==> src/inc/acc_regs.svh <==
// Purpose: Register offsets, field positions, reset values and timing
//          counts of the converter control block.
// Assumes: Byte-wide registers on an 8-bit address port.
// Notes:   Definitions only.
`ifndef ACC_REGS_SVH
`define ACC_REGS_SVH

// ============================================================
// Register offsets
`define ACC_CSR_ADDR    8'h34
`define ACC_RES_ADDR    8'h35
`define ACC_AMP_ADDR    8'h36
`define ACC_STS_ADDR    8'h37
`define ACC_MSK_ADDR    8'h38

// ============================================================
// Field positions
`define ACC_CSR_DONE    7
`define ACC_CSR_SPEED   6
`define ACC_CSR_ON      5
`define ACC_AMP_SLOW    3
`define ACC_AMP_GAIN    2
`define ACC_STS_OVR     0
`define ACC_STS_ABT     1

// ============================================================
// Reset values, read masks and channel limit
`define ACC_REG_RST     8'h00
`define ACC_AMP_MASK    8'h0C
`define ACC_CH_MAX      3'h4

// ============================================================
// Timing counts, in converter clock ticks
`define ACC_SAMPLE_TICKS 3'h4
`define ACC_STEP_TICKS   3'h4

`endif

==> src/inc/acc_pkg.sv <==
// Purpose: Types shared by the converter control block.
// Assumes: Nothing beyond the register header.
// Notes:   One-hot state codes.
package acc_pkg;

    // ============================================================
    // Sequencer states
    typedef enum logic [2:0] {
        ACC_ST_OFF  = 3'b001,
        ACC_ST_SAMP = 3'b010,
        ACC_ST_CONV = 3'b100
    } acc_state_t;

    typedef logic [7:0] acc_byte_t;

endpackage

==> src/acc_conv_ctrl.sv <==
// Purpose: Control of an 8-bit successive-approximation converter:
//          register file, clock divider, sample and step sequencer.
// Assumes: Comparator and pin levels are asynchronous to clock_i.
// Notes:   The analog sample-and-hold and comparator sit outside.
`timescale 1ns/1ps
`default_nettype none
`include "acc_regs.svh"

module acc_conv_ctrl
    import acc_pkg::*;
(
    input  wire logic            clock_i,
    input  wire logic            reset_i,
    input  wire logic            clk_en_i,
    input  wire logic [7:0]      addr_i,
    input  wire acc_pkg::acc_byte_t wdata_i,
    input  wire logic            wr_i,
    input  wire logic            rd_i,
    output acc_pkg::acc_byte_t   rdata_o,
    output logic                 irq_o,
    input  wire logic            halt_i,
    input  wire logic            wait_i,
    input  wire logic            cmp_i,
    input  wire logic [4:0]      pin_level_i,
    output logic [4:0]           pin_level_o,
    output logic                 fe_power_o,
    output logic                 fe_sample_o,
    output logic [2:0]           fe_chan_o,
    output logic                 fe_gain_o,
    output acc_pkg::acc_byte_t   fe_trial_o
);
    import acc_pkg::*;

    // ============================================================
    // Registers
    acc_state_t st_ff;
    acc_state_t nxt_st;
    logic       speed_ff;
    logic       on_ff;
    logic [2:0] chan_ff;
    logic       done_ff;
    acc_byte_t  result_ff;
    logic       slow_ff;
    logic       gain_ff;
    logic [1:0] sts_ff;
    logic [1:0] mask_ff;
    acc_byte_t  rdata_ff;
    logic       irq_ff;
    logic [1:0] div_ff;
    logic [2:0] tick_cnt_ff;
    logic [2:0] bit_ff;
    acc_byte_t  sar_ff;
    logic       power_ff;
    logic       cmp_s1_ff;
    logic       cmp_s2_ff;
    logic [4:0] pin_s1_ff;
    logic [4:0] pin_s2_ff;

    // ============================================================
    // Bus decode
    wire csr_sel = (addr_i == `ACC_CSR_ADDR);
    wire res_sel = (addr_i == `ACC_RES_ADDR);
    wire amp_sel = (addr_i == `ACC_AMP_ADDR);
    wire sts_sel = (addr_i == `ACC_STS_ADDR);
    wire msk_sel = (addr_i == `ACC_MSK_ADDR);
    wire csr_wr  = wr_i & csr_sel;
    wire amp_wr  = wr_i & amp_sel;
    wire msk_wr  = wr_i & msk_sel;
    wire res_rd  = rd_i & res_sel;
    wire sts_rd  = rd_i & sts_sel;

    // Wait mode is deliberately ignored: the converter keeps running.
    wire wait_unused = wait_i;

    // Halt overrides the on bit so the converter is off while halted.
    wire run_now = on_ff & ~halt_i;
    wire new_on  = wdata_i[`ACC_CSR_ON];
    wire run_nxt = csr_wr ? (new_on & ~halt_i) : run_now;

    // ============================================================
    // Converter clock divider
    wire new_slow  = amp_wr ? wdata_i[`ACC_AMP_SLOW] : slow_ff;
    wire [1:0] div_top = slow_ff  ? 2'h3 :
                         speed_ff ? 2'h0 : 2'h1;
    wire tick = (div_ff >= div_top);
    wire [1:0] nxt_div = tick ? 2'h0 : 2'(div_ff + 2'h1);

    // ============================================================
    // Sequencer decode
    wire conv_now  = (st_ff == ACC_ST_CONV);
    wire samp_now  = (st_ff == ACC_ST_SAMP);
    wire tick_last = tick & (tick_cnt_ff ==
                     (samp_now ? 3'(`ACC_SAMPLE_TICKS - 3'h1)
                               : 3'(`ACC_STEP_TICKS - 3'h1)));
    wire step_end  = conv_now & tick_last;
    wire [7:0] bit_mask = 8'h01 << bit_ff;
    // Comparator high means the input is at or above the trial code.
    wire [7:0] sar_keep = cmp_s2_ff ? sar_ff
                                    : (sar_ff & ~bit_mask);
    wire [7:0] next_mask = 8'h01 << 3'(bit_ff - 3'h1);
    // An abort in the same cycle discards the finishing conversion.
    wire abort   = csr_wr & (st_ff != ACC_ST_OFF);
    wire done_ev = step_end & (bit_ff == 3'h0) & ~csr_wr;
    wire ovr_ev  = done_ev & done_ff;
    wire [1:0] ev = {abort, ovr_ev};

    // ============================================================
    // Next-state logic
    always_comb begin
        nxt_st = st_ff;
        unique case (st_ff)
            ACC_ST_OFF: begin
                if (run_nxt) begin
                    nxt_st = ACC_ST_SAMP;
                end
            end
            ACC_ST_SAMP: begin
                if (tick_last) begin
                    nxt_st = ACC_ST_CONV;
                end
            end
            ACC_ST_CONV: begin
                if (done_ev) begin
                    nxt_st = ACC_ST_SAMP;
                end
            end
            default: begin
                nxt_st = ACC_ST_OFF;
            end
        endcase
        if (!run_nxt) begin
            nxt_st = ACC_ST_OFF;
        end else if (csr_wr) begin
            nxt_st = ACC_ST_SAMP;
        end
    end

    wire restart = csr_wr | (st_ff != nxt_st);
    wire [2:0] nxt_tick_cnt = restart ? 3'h0 :
                              tick_last ? 3'h0 :
                              tick ? 3'(tick_cnt_ff + 3'h1) : tick_cnt_ff;

    wire [2:0] nxt_bit = (nxt_st != ACC_ST_CONV) ? 3'h7 :
                         step_end ? 3'(bit_ff - 3'h1) : bit_ff;
    wire [7:0] nxt_sar = (nxt_st != ACC_ST_CONV) ? 8'h80 :
                         step_end ? (sar_keep | next_mask) : sar_ff;

    wire nxt_done = done_ev | (done_ff & ~(csr_wr | res_rd));
    wire [1:0] nxt_sts = ev | (sts_ff & ~{2{sts_rd}});
    wire [1:0] nxt_mask = msk_wr ? wdata_i[1:0] : mask_ff;

    // ============================================================
    // Read data
    wire [7:0] csr_view = {done_ff, speed_ff, on_ff, 2'h0, chan_ff};
    wire [7:0] amp_view = {4'h0, slow_ff, gain_ff, 2'h0};
    wire [7:0] rd_mux = csr_sel ? csr_view :
                        res_sel ? result_ff :
                        amp_sel ? amp_view :
                        sts_sel ? {6'h00, sts_ff} :
                        msk_sel ? {6'h00, mask_ff} : 8'h00;

    // ============================================================
    // Synchronisers
    always_ff @(posedge clock_i or posedge reset_i) begin
        if (reset_i) begin
            cmp_s1_ff <= 1'b0;
            cmp_s2_ff <= 1'b0;
            pin_s1_ff <= 5'h00;
            pin_s2_ff <= 5'h00;
        end else if (clk_en_i) begin
            cmp_s1_ff <= cmp_i;
            cmp_s2_ff <= cmp_s1_ff;
            pin_s1_ff <= pin_level_i;
            pin_s2_ff <= pin_s1_ff;
        end
    end

    // ============================================================
    // Software registers
    always_ff @(posedge clock_i or posedge reset_i) begin
        if (reset_i) begin
            speed_ff <= 1'b0;
            on_ff    <= 1'b0;
            chan_ff  <= 3'h0;
            slow_ff  <= 1'b0;
            gain_ff  <= 1'b0;
            mask_ff  <= 2'h0;
        end else if (clk_en_i) begin
            if (csr_wr) begin
                speed_ff <= wdata_i[`ACC_CSR_SPEED];
                on_ff    <= new_on;
                chan_ff  <= wdata_i[2:0];
            end
            if (amp_wr) begin
                slow_ff <= new_slow;
                gain_ff <= wdata_i[`ACC_AMP_GAIN];
            end
            mask_ff <= nxt_mask;
        end
    end

    // ============================================================
    // Flags, result and read port
    always_ff @(posedge clock_i or posedge reset_i) begin
        if (reset_i) begin
            done_ff   <= 1'b0;
            result_ff <= `ACC_REG_RST;
            sts_ff    <= 2'h0;
            irq_ff    <= 1'b0;
            rdata_ff  <= `ACC_REG_RST;
        end else if (clk_en_i) begin
            done_ff <= nxt_done;
            if (done_ev) begin
                result_ff <= sar_keep;
            end
            sts_ff   <= nxt_sts;
            irq_ff   <= |(nxt_sts & nxt_mask);
            rdata_ff <= rd_i ? rd_mux : 8'h00;
        end
    end

    // ============================================================
    // Sequencer
    always_ff @(posedge clock_i or posedge reset_i) begin
        if (reset_i) begin
            st_ff       <= ACC_ST_OFF;
            div_ff      <= 2'h0;
            tick_cnt_ff <= 3'h0;
            bit_ff      <= 3'h7;
            sar_ff      <= 8'h80;
            power_ff    <= 1'b0;
        end else if (clk_en_i) begin
            st_ff       <= nxt_st;
            div_ff      <= restart ? 2'h0 : nxt_div;
            tick_cnt_ff <= nxt_tick_cnt;
            bit_ff      <= nxt_bit;
            sar_ff      <= nxt_sar;
            power_ff    <= (nxt_st != ACC_ST_OFF);
        end
    end

    // ============================================================
    // Outputs
    assign rdata_o     = rdata_ff;
    assign irq_o       = irq_ff;
    assign pin_level_o = pin_s2_ff;
    assign fe_power_o  = power_ff;
    assign fe_sample_o = st_ff[1];
    assign fe_chan_o   = chan_ff;
    assign fe_gain_o   = gain_ff;
    assign fe_trial_o  = sar_ff;

    // Counts approximation steps apart from the bit index, so that the
    // eight-step check does not lean on the logic it guards.
    logic [3:0] steps_ff;
    always_ff @(posedge clock_i or posedge reset_i) begin
        if (reset_i) begin
            steps_ff <= 4'h0;
        end else if (clk_en_i) begin
            steps_ff <= !conv_now ? 4'h0 : 4'(steps_ff + {3'h0, step_end});
        end
    end
endmodule
`default_nettype wire

==> config.mk <==
export PLATFORM = sky130hd
export DESIGN_NAME = acc_conv_ctrl
export DESIGN_NICKNAME = d
export VERILOG_FILES = /design/src/inc/acc_pkg.sv /design/src/acc_conv_ctrl.sv
export VERILOG_INCLUDE_DIRS = /design/src /design/src/inc
export SDC_FILE = /design/constraint.sdc
export NUM_CORES = 1
export LEC_CHECK = 0
export ABC_AREA = 1
export BUFFER_PORTS_ARGS = -buffer_cell sky130_fd_sc_hd__buf_2
export CORE_ASPECT_RATIO = 1.2
export CORE_MARGIN = 1
export CORE_UTILIZATION = 50
export CTS_CLUSTER_DIAMETER = 30
export DETAILED_ROUTE_END_ITERATION = 10
export GPL_TIMING_DRIVEN = 0
export PLACE_DENSITY = 0.75
export SETUP_SLACK_MARGIN = 0.05
export SYNTH_ARGS = -nofsm -noshare
export SYNTH_HDL_FRONTEND = slang
export SYNTH_SLANG_ARGS = --single-unit
==> constraint.sdc <==
create_clock -name clock_i -period 2 [get_ports clock_i]
set_input_delay 0.6 -clock clock_i [delete_from_list [all_inputs] [get_ports clock_i]]
set_output_delay 0.6 -clock clock_i [all_outputs]
set_load 0.03 [all_outputs]
==> Word-level counts from Yosys, hierarchy flattened <==
Cells that the tools add are included.
W data, S select, Z words.
{ "totals": {"register_bits": 61, "inputBits": 29, "output_inout_bits": 28, "word_cells": 101} }
{ "op_classes": {"n_addsub": 3, "n_lt_le_gt_ge": 1, "eq_ne": 13, "shifts": 2, "n_mux": 25, "bitwise_logic": 27, "reduce_logical": 9} }
{ "op_table": {"columns": ["op", "count"], "rows": [
  ["$mux W8", 6],
  ["$eq A8 B6 Y1 const B", 5],
  ["$mux W3", 9],
  ["$shl A1 B3 Y8 const A", 2],
  ["$and A1 B1 Y1", 14],
  ["$mux W2", 6],
  ["$reduce_and A2 Y1", 5],
  ["$pmux W3 S3", 1],
  ["$and A8 B8 Y8", 1],
  ["$not A8 Y8", 1],
  ["$or A8 B8 Y8", 1],
  ["$eq A3 B2 Y1 const B", 2],
  ["$ne A3 B1 Y1 const B", 2],
  ["$and A2 B2 Y2", 2],
  ["$mux W4", 1],
  ["$add A3 B1 Y3 const B", 1],
  ["$eq A3 B1 Y1 const B", 1],
  ["$eq A3 B3 Y1 const B", 1],
  ["$logic_not A3 Y1", 1],
  ["$ne A3 B3 Y1", 1],
  ["$ne A3 B3 Y1 const B", 1],
  ["$not A1 Y1", 3],
  ["$or A1 B1 Y1", 3],
  ["$reduce_bool A3 Y1", 1],
  ["other kinds (8)", 9]
]} }

==> Longest topological paths before layout <==
{ "depth": {"ltp_word": 15, "ltp_mapped": 17, "ltp_nobuf": 17} }

==> Worst setup path after synthesis <==
No wires, ideal clock.
{ "synth_path": {"path_type": "register to register", "start": "register slow_ff", "end": "register sar_ff[1] (netlist: fe_trial_o[1])", "setup_ps": 117, "arrival_ps": 1945, "t_required_ps": 1883, "setup_slack_ps": -62, "stages_incl_launch_ff": 17, "path_buffers": 0, "synth_period_minus_slack_ps": 2062, "path_cell_list": "dfrtp_1 inv_1 nand2_1 ha_1 nand2_1 nand3_1 nand2_1 nand2_1 nand4_2 nor2_8 inv_4 nor2_8 nor2_8 nand2_4 inv_4 nand2_1 nand2_1"} }
{ "synth_via": {"elab_chain_cells": 13, "word_cells_on_any_way": 15, "cone_classes": "1 x order compare; 1 x eq/ne; 7 x mux; 4 x bitwise; 2 x reduce/logical"} }
{ "synth_lines": {"columns": ["element", "line_no", "source"], "rows": [
  ["start, declared", "acc_conv_ctrl.sv:43", "logic slow_ff;"],
  ["start signal, assigned", "acc_conv_ctrl.sv:195", "slow_ff <= new_slow;"],
  ["$mux W2 (*)", "acc_conv_ctrl.sv:83", "wire [1:0] div_top = slow_ff ? 2'h3 :"],
  ["$ge A2 B2 Y1 (*)", "acc_conv_ctrl.sv:85", "wire tick = (div_ff >= div_top);"],
  ["$and A1 B1 Y1 (*)", "acc_conv_ctrl.sv:92", "wire tick_last = tick & (tick_cnt_ff =="],
  ["$and A1 B1 Y1", "acc_conv_ctrl.sv:95", "wire step_end = conv_now & tick_last;"],
  ["$and A1 B1 Y1 (2 in a row)", "acc_conv_ctrl.sv:103", "wire done_ev = step_end & (bit_ff == 3'h0) & ~csr_wr;"],
  ["$mux W3", "acc_conv_ctrl.sv:123", "if (done_ev) begin"],
  ["$pmux W3 S3", "acc_conv_ctrl.sv:111", "unique case (st_ff)"],
  ["$mux W3", "acc_conv_ctrl.sv:133", "end else if (csr_wr) begin"],
  ["$mux W3", "acc_conv_ctrl.sv:131", "if (!run_nxt) begin"],
  ["$ne A3 B3 Y1", "acc_conv_ctrl.sv:145", "wire [7:0] nxt_sar = (nxt_st != ACC_ST_CONV) ? 8'h80 :"],
  ["$reduce_bool A2 Y1 (no source line)", null, null],
  ["$reduce_and A2 Y1 (no source line)", null, null],
  ["end signal, assigned", "acc_conv_ctrl.sv:237", "sar_ff <= nxt_sar;"],
  ["end, declared", "acc_conv_ctrl.sv:52", "acc_byte_t sar_ff;"]
]} }
Mark *: on every way between the ends. The rest lies on a longest branch, timed or not.
A chain may end at the register's enable or synchronous reset.

==> Final worst setup path <==
{ "layout_path": {"start": "register slow_ff", "end": "register sar_ff[0] (netlist: fe_trial_o[0])"} }
The elaborated chain is that of the path after synthesis.

==> run metrics <==
status=complete, but fails checks; failing checks=setup timing; Area contributors post-synth=dfrtp_1 44%, nand2_1 12%, o21ai_0 7.3%, inv_1 7.0%, dfstp_2 4.1%; setup TNS=-2.50 ns; area fraction of the dominant cell type after synthesis=0.435; largest net degree at the start of global routing=62; CTS root buffer=clkbuf_8; Cell Rows=31; gr usage total=0.238; Port Buffers=52; fin nets=502; DRT Pass-1 Iters=5; CTS tree=built; Hold WS=0.275 ns; RD Place Congestion=0.895; CTS Sinks=61; Pins Over Slew Limit=0; fmax=0.467 GHz; Clock Skew=0.00732 ns; Cell variety after synth=38; Routed WL=around 8000 um; commonest non-fill, non-tap cells in the layout=82 x nand2_1, 56 x dfrtp_1, 54 x inv_1, 54 x buf_2, 39 x o21ai_0; Logic pwr share=0.268; DRC Markers=0; Initial Util=0.525; slew margin rel.=0.665; Critical Path RT=2.24 ns; first-pass GRT wire length=roughly 12,000 um; Reg clk slew, reported paths=0.07 ns; Tmin final=around 2.1 ns; worst-path fanout max=5; Vias=between 2,000 and 3,000; setup violators final=26; worst setup path class=reg2reg; Yosys top cell by area=dfrtp_1; number of DRC markers in iteration 0=between 150 and 200; core area=0.00613 sq mm; Hold Fails Final Rpt=0; die height=89.9 um; PnR worst setup slack=-0.142 ns; Reg power frac=0.376; crit path launch type=register; leakage=between 2 and 2.5 nW; Ys Warns=0; clk buf depth=2; cell area after synthesis=0.00322 sq mm; share of layout cells above drive strength 1=0.316; ANT nets after route=0; clk_lat worst skew=0.34 ns; Remaining Overflow, GRT=0; initial antenna violation count=0; cell-internal power=between 0.002 and 0.003 W; syn_nets=427; Syn Area/Cell=between 8 and 9 sq um; Switching Fraction=0.326; Final period util=1.07; IO Count=57; Pwr Total=0.00386 W; actual slew at the worst max-slew pin=0.502 ns; net load switching power=approximately 0.0013 W; Pwr Density=930 mW/mm^2; Diodes inserted=0; CTS H-tree lvls=3; Area Growth Syn to Fin=28.8%; leading cell type in the layout, fill and taps excluded=nand2_1; Wirelength per Cell=14.6 um; Arr. time, crit path=approximately 2.4 ns; vias per cell=5.34; dpl hpwl=5360 um; die area=between 0.006 and 0.007 sq mm; Hold WC Path Type=in2async; die extent in x=75.2 um; crit path capture type=register; sequential fraction of the synthesis area=0.476; post-synthesis instance total=389; clock network power share=0.356; CTS buffer count=9; worst vdd rail ir drop=456 uV; #FFs+latches synth=61; max-cap violations=0; RSZ-0062 raised after global routing=yes; vias in the first global route=~2,800
==> area by class of cell <==
cell class                      count  area (sq um)
Inverter                           64           256
Clock inverter                      6           110
Clock buffer                       10           138
Buffer                              8          43.8
Timing Repair Buffer               63           380
Fill cell                         516          1980
Multi-Input combinational cell    257          1580
Tap cell                           82           103
Sequential cell                    61          1530
==> cell families after synthesis <==
logic type,count (synthesis),synth area share
compound gates,78,0.144
xor+xnor,1,0.00272
fa+ha+maj,9,0.0350
buf+inv,72,0.0871
flops,61,0.476
mux,2,0.00622
simple gates,166,0.248
==> synth_stat cells, drive strengths merged <==
cell / instances
o311ai: 2
o22ai: 2
inv: 64
nand2: 106
ha: 9
a21oi: 9
or2: 1
buf: 2
o21a: 1
o31ai: 1
a32o: 3
nor3: 3
mux2i: 2
o211ai: 3
dfrtp: 56
a22oi: 2
dfstp: 5
nor2: 33
o221ai: 2
nand3: 15
nand4: 8
xor2: 1
clkbuf: 6
o21bai: 1
a31oi: 3
o21ai: 49
==> stage by stage <==
| step | util | worst slack (ns) | instances | area [sq um] |
|---|---|---|---|---|
| 2_1_floorplan | - | 0.0529 | 389 | 3280 |
| 3_3_place_gp | 0.594 | -0.295 | 523 | 3640 |
| 3_5_place_dp | 0.594 | -0.343 | 523 | 3640 |
| 4_1_cts | 0.646 | -0.0707 | 545 | 3960 |
| 5_1_grt | 0.676 | -0.264 | 551 | 4140 |
| 6_report | 0.676 | -0.142 | 551 | 4140 |
==> power groups by stage <==
stage                     sequential, W  clock, W  combinational (W)
after CTS                       0.00144   0.00138           0.000945
final                           0.00145   0.00137            0.00103
after global placement          0.00148         0           0.000837
after global routing            0.00146   0.00144            0.00115
after floorplan                 0.00155         0           0.000573
after detailed placement        0.00148         0           0.000858
==> metal layers <==
metal  track usage  up-vias  wire (um)
met2         0.381      107       4120
met3        0.0617       22        452
met4        0.0941        0        187
met5             0        -          0
met1         0.304     1408       3290
li1              -     1404          -
==> critical path, stage by stage, from the launching register on <==
cell and delay [ns]:
dfrtp_1 0.37, inv_2 0.07, nand2_1 0.06, ha_1 0.28, nand2_2 0.08, nand3_4 0.10
nand4_1 0.18, nand4_4 0.20, nor2_8 0.18, inv_4 0.06, nor2_8 0.14, nor2_8 0.07
nand2_4 0.09, inv_4 0.05, nand2_2 0.05, nand2_1 0.05
==> final timing paths <==
kind | depth (start not counted) | slack (ns) | from | endpoint
max | 15 | -0.14 | slow_ff | fe_trial_o[0]
min in group clock_i | 3 | 0.46 | wdata_i[3] | slow_ff
min reg2reg | 2 | 0.48 | rdata_o[0] | rdata_o[0]
max reg2reg | 15 | -0.14 | slow_ff | fe_trial_o[0]
min | 2 | 0.28 | reset_i | sts_ff[0]
max in group asynchronous | 3 | 1.11 | reset_i | bit_ff[2]
==> flip-flops by register name, indices dropped and copies added, names as in the netlist, 3 cells and up <==
name and count:
pin_s1_ff 5, tick_cnt_ff 3, st_ff 3, fe_trial_o 8, pin_level_o 5, result_ff 8
rdata_o 8, fe_chan_o 3, bit_ff 3
==> timing repair <==
action                                  4_1_cts  5_1_grt
buffers inserted                              6        3
hold buffers                                  0        0
resized for setup                            12       37
pin swaps                                     7        6
endpoints found under the setup margin       25       27
cloned                                        0        2
Note: power is estimated with default switching activity, not from simulation.
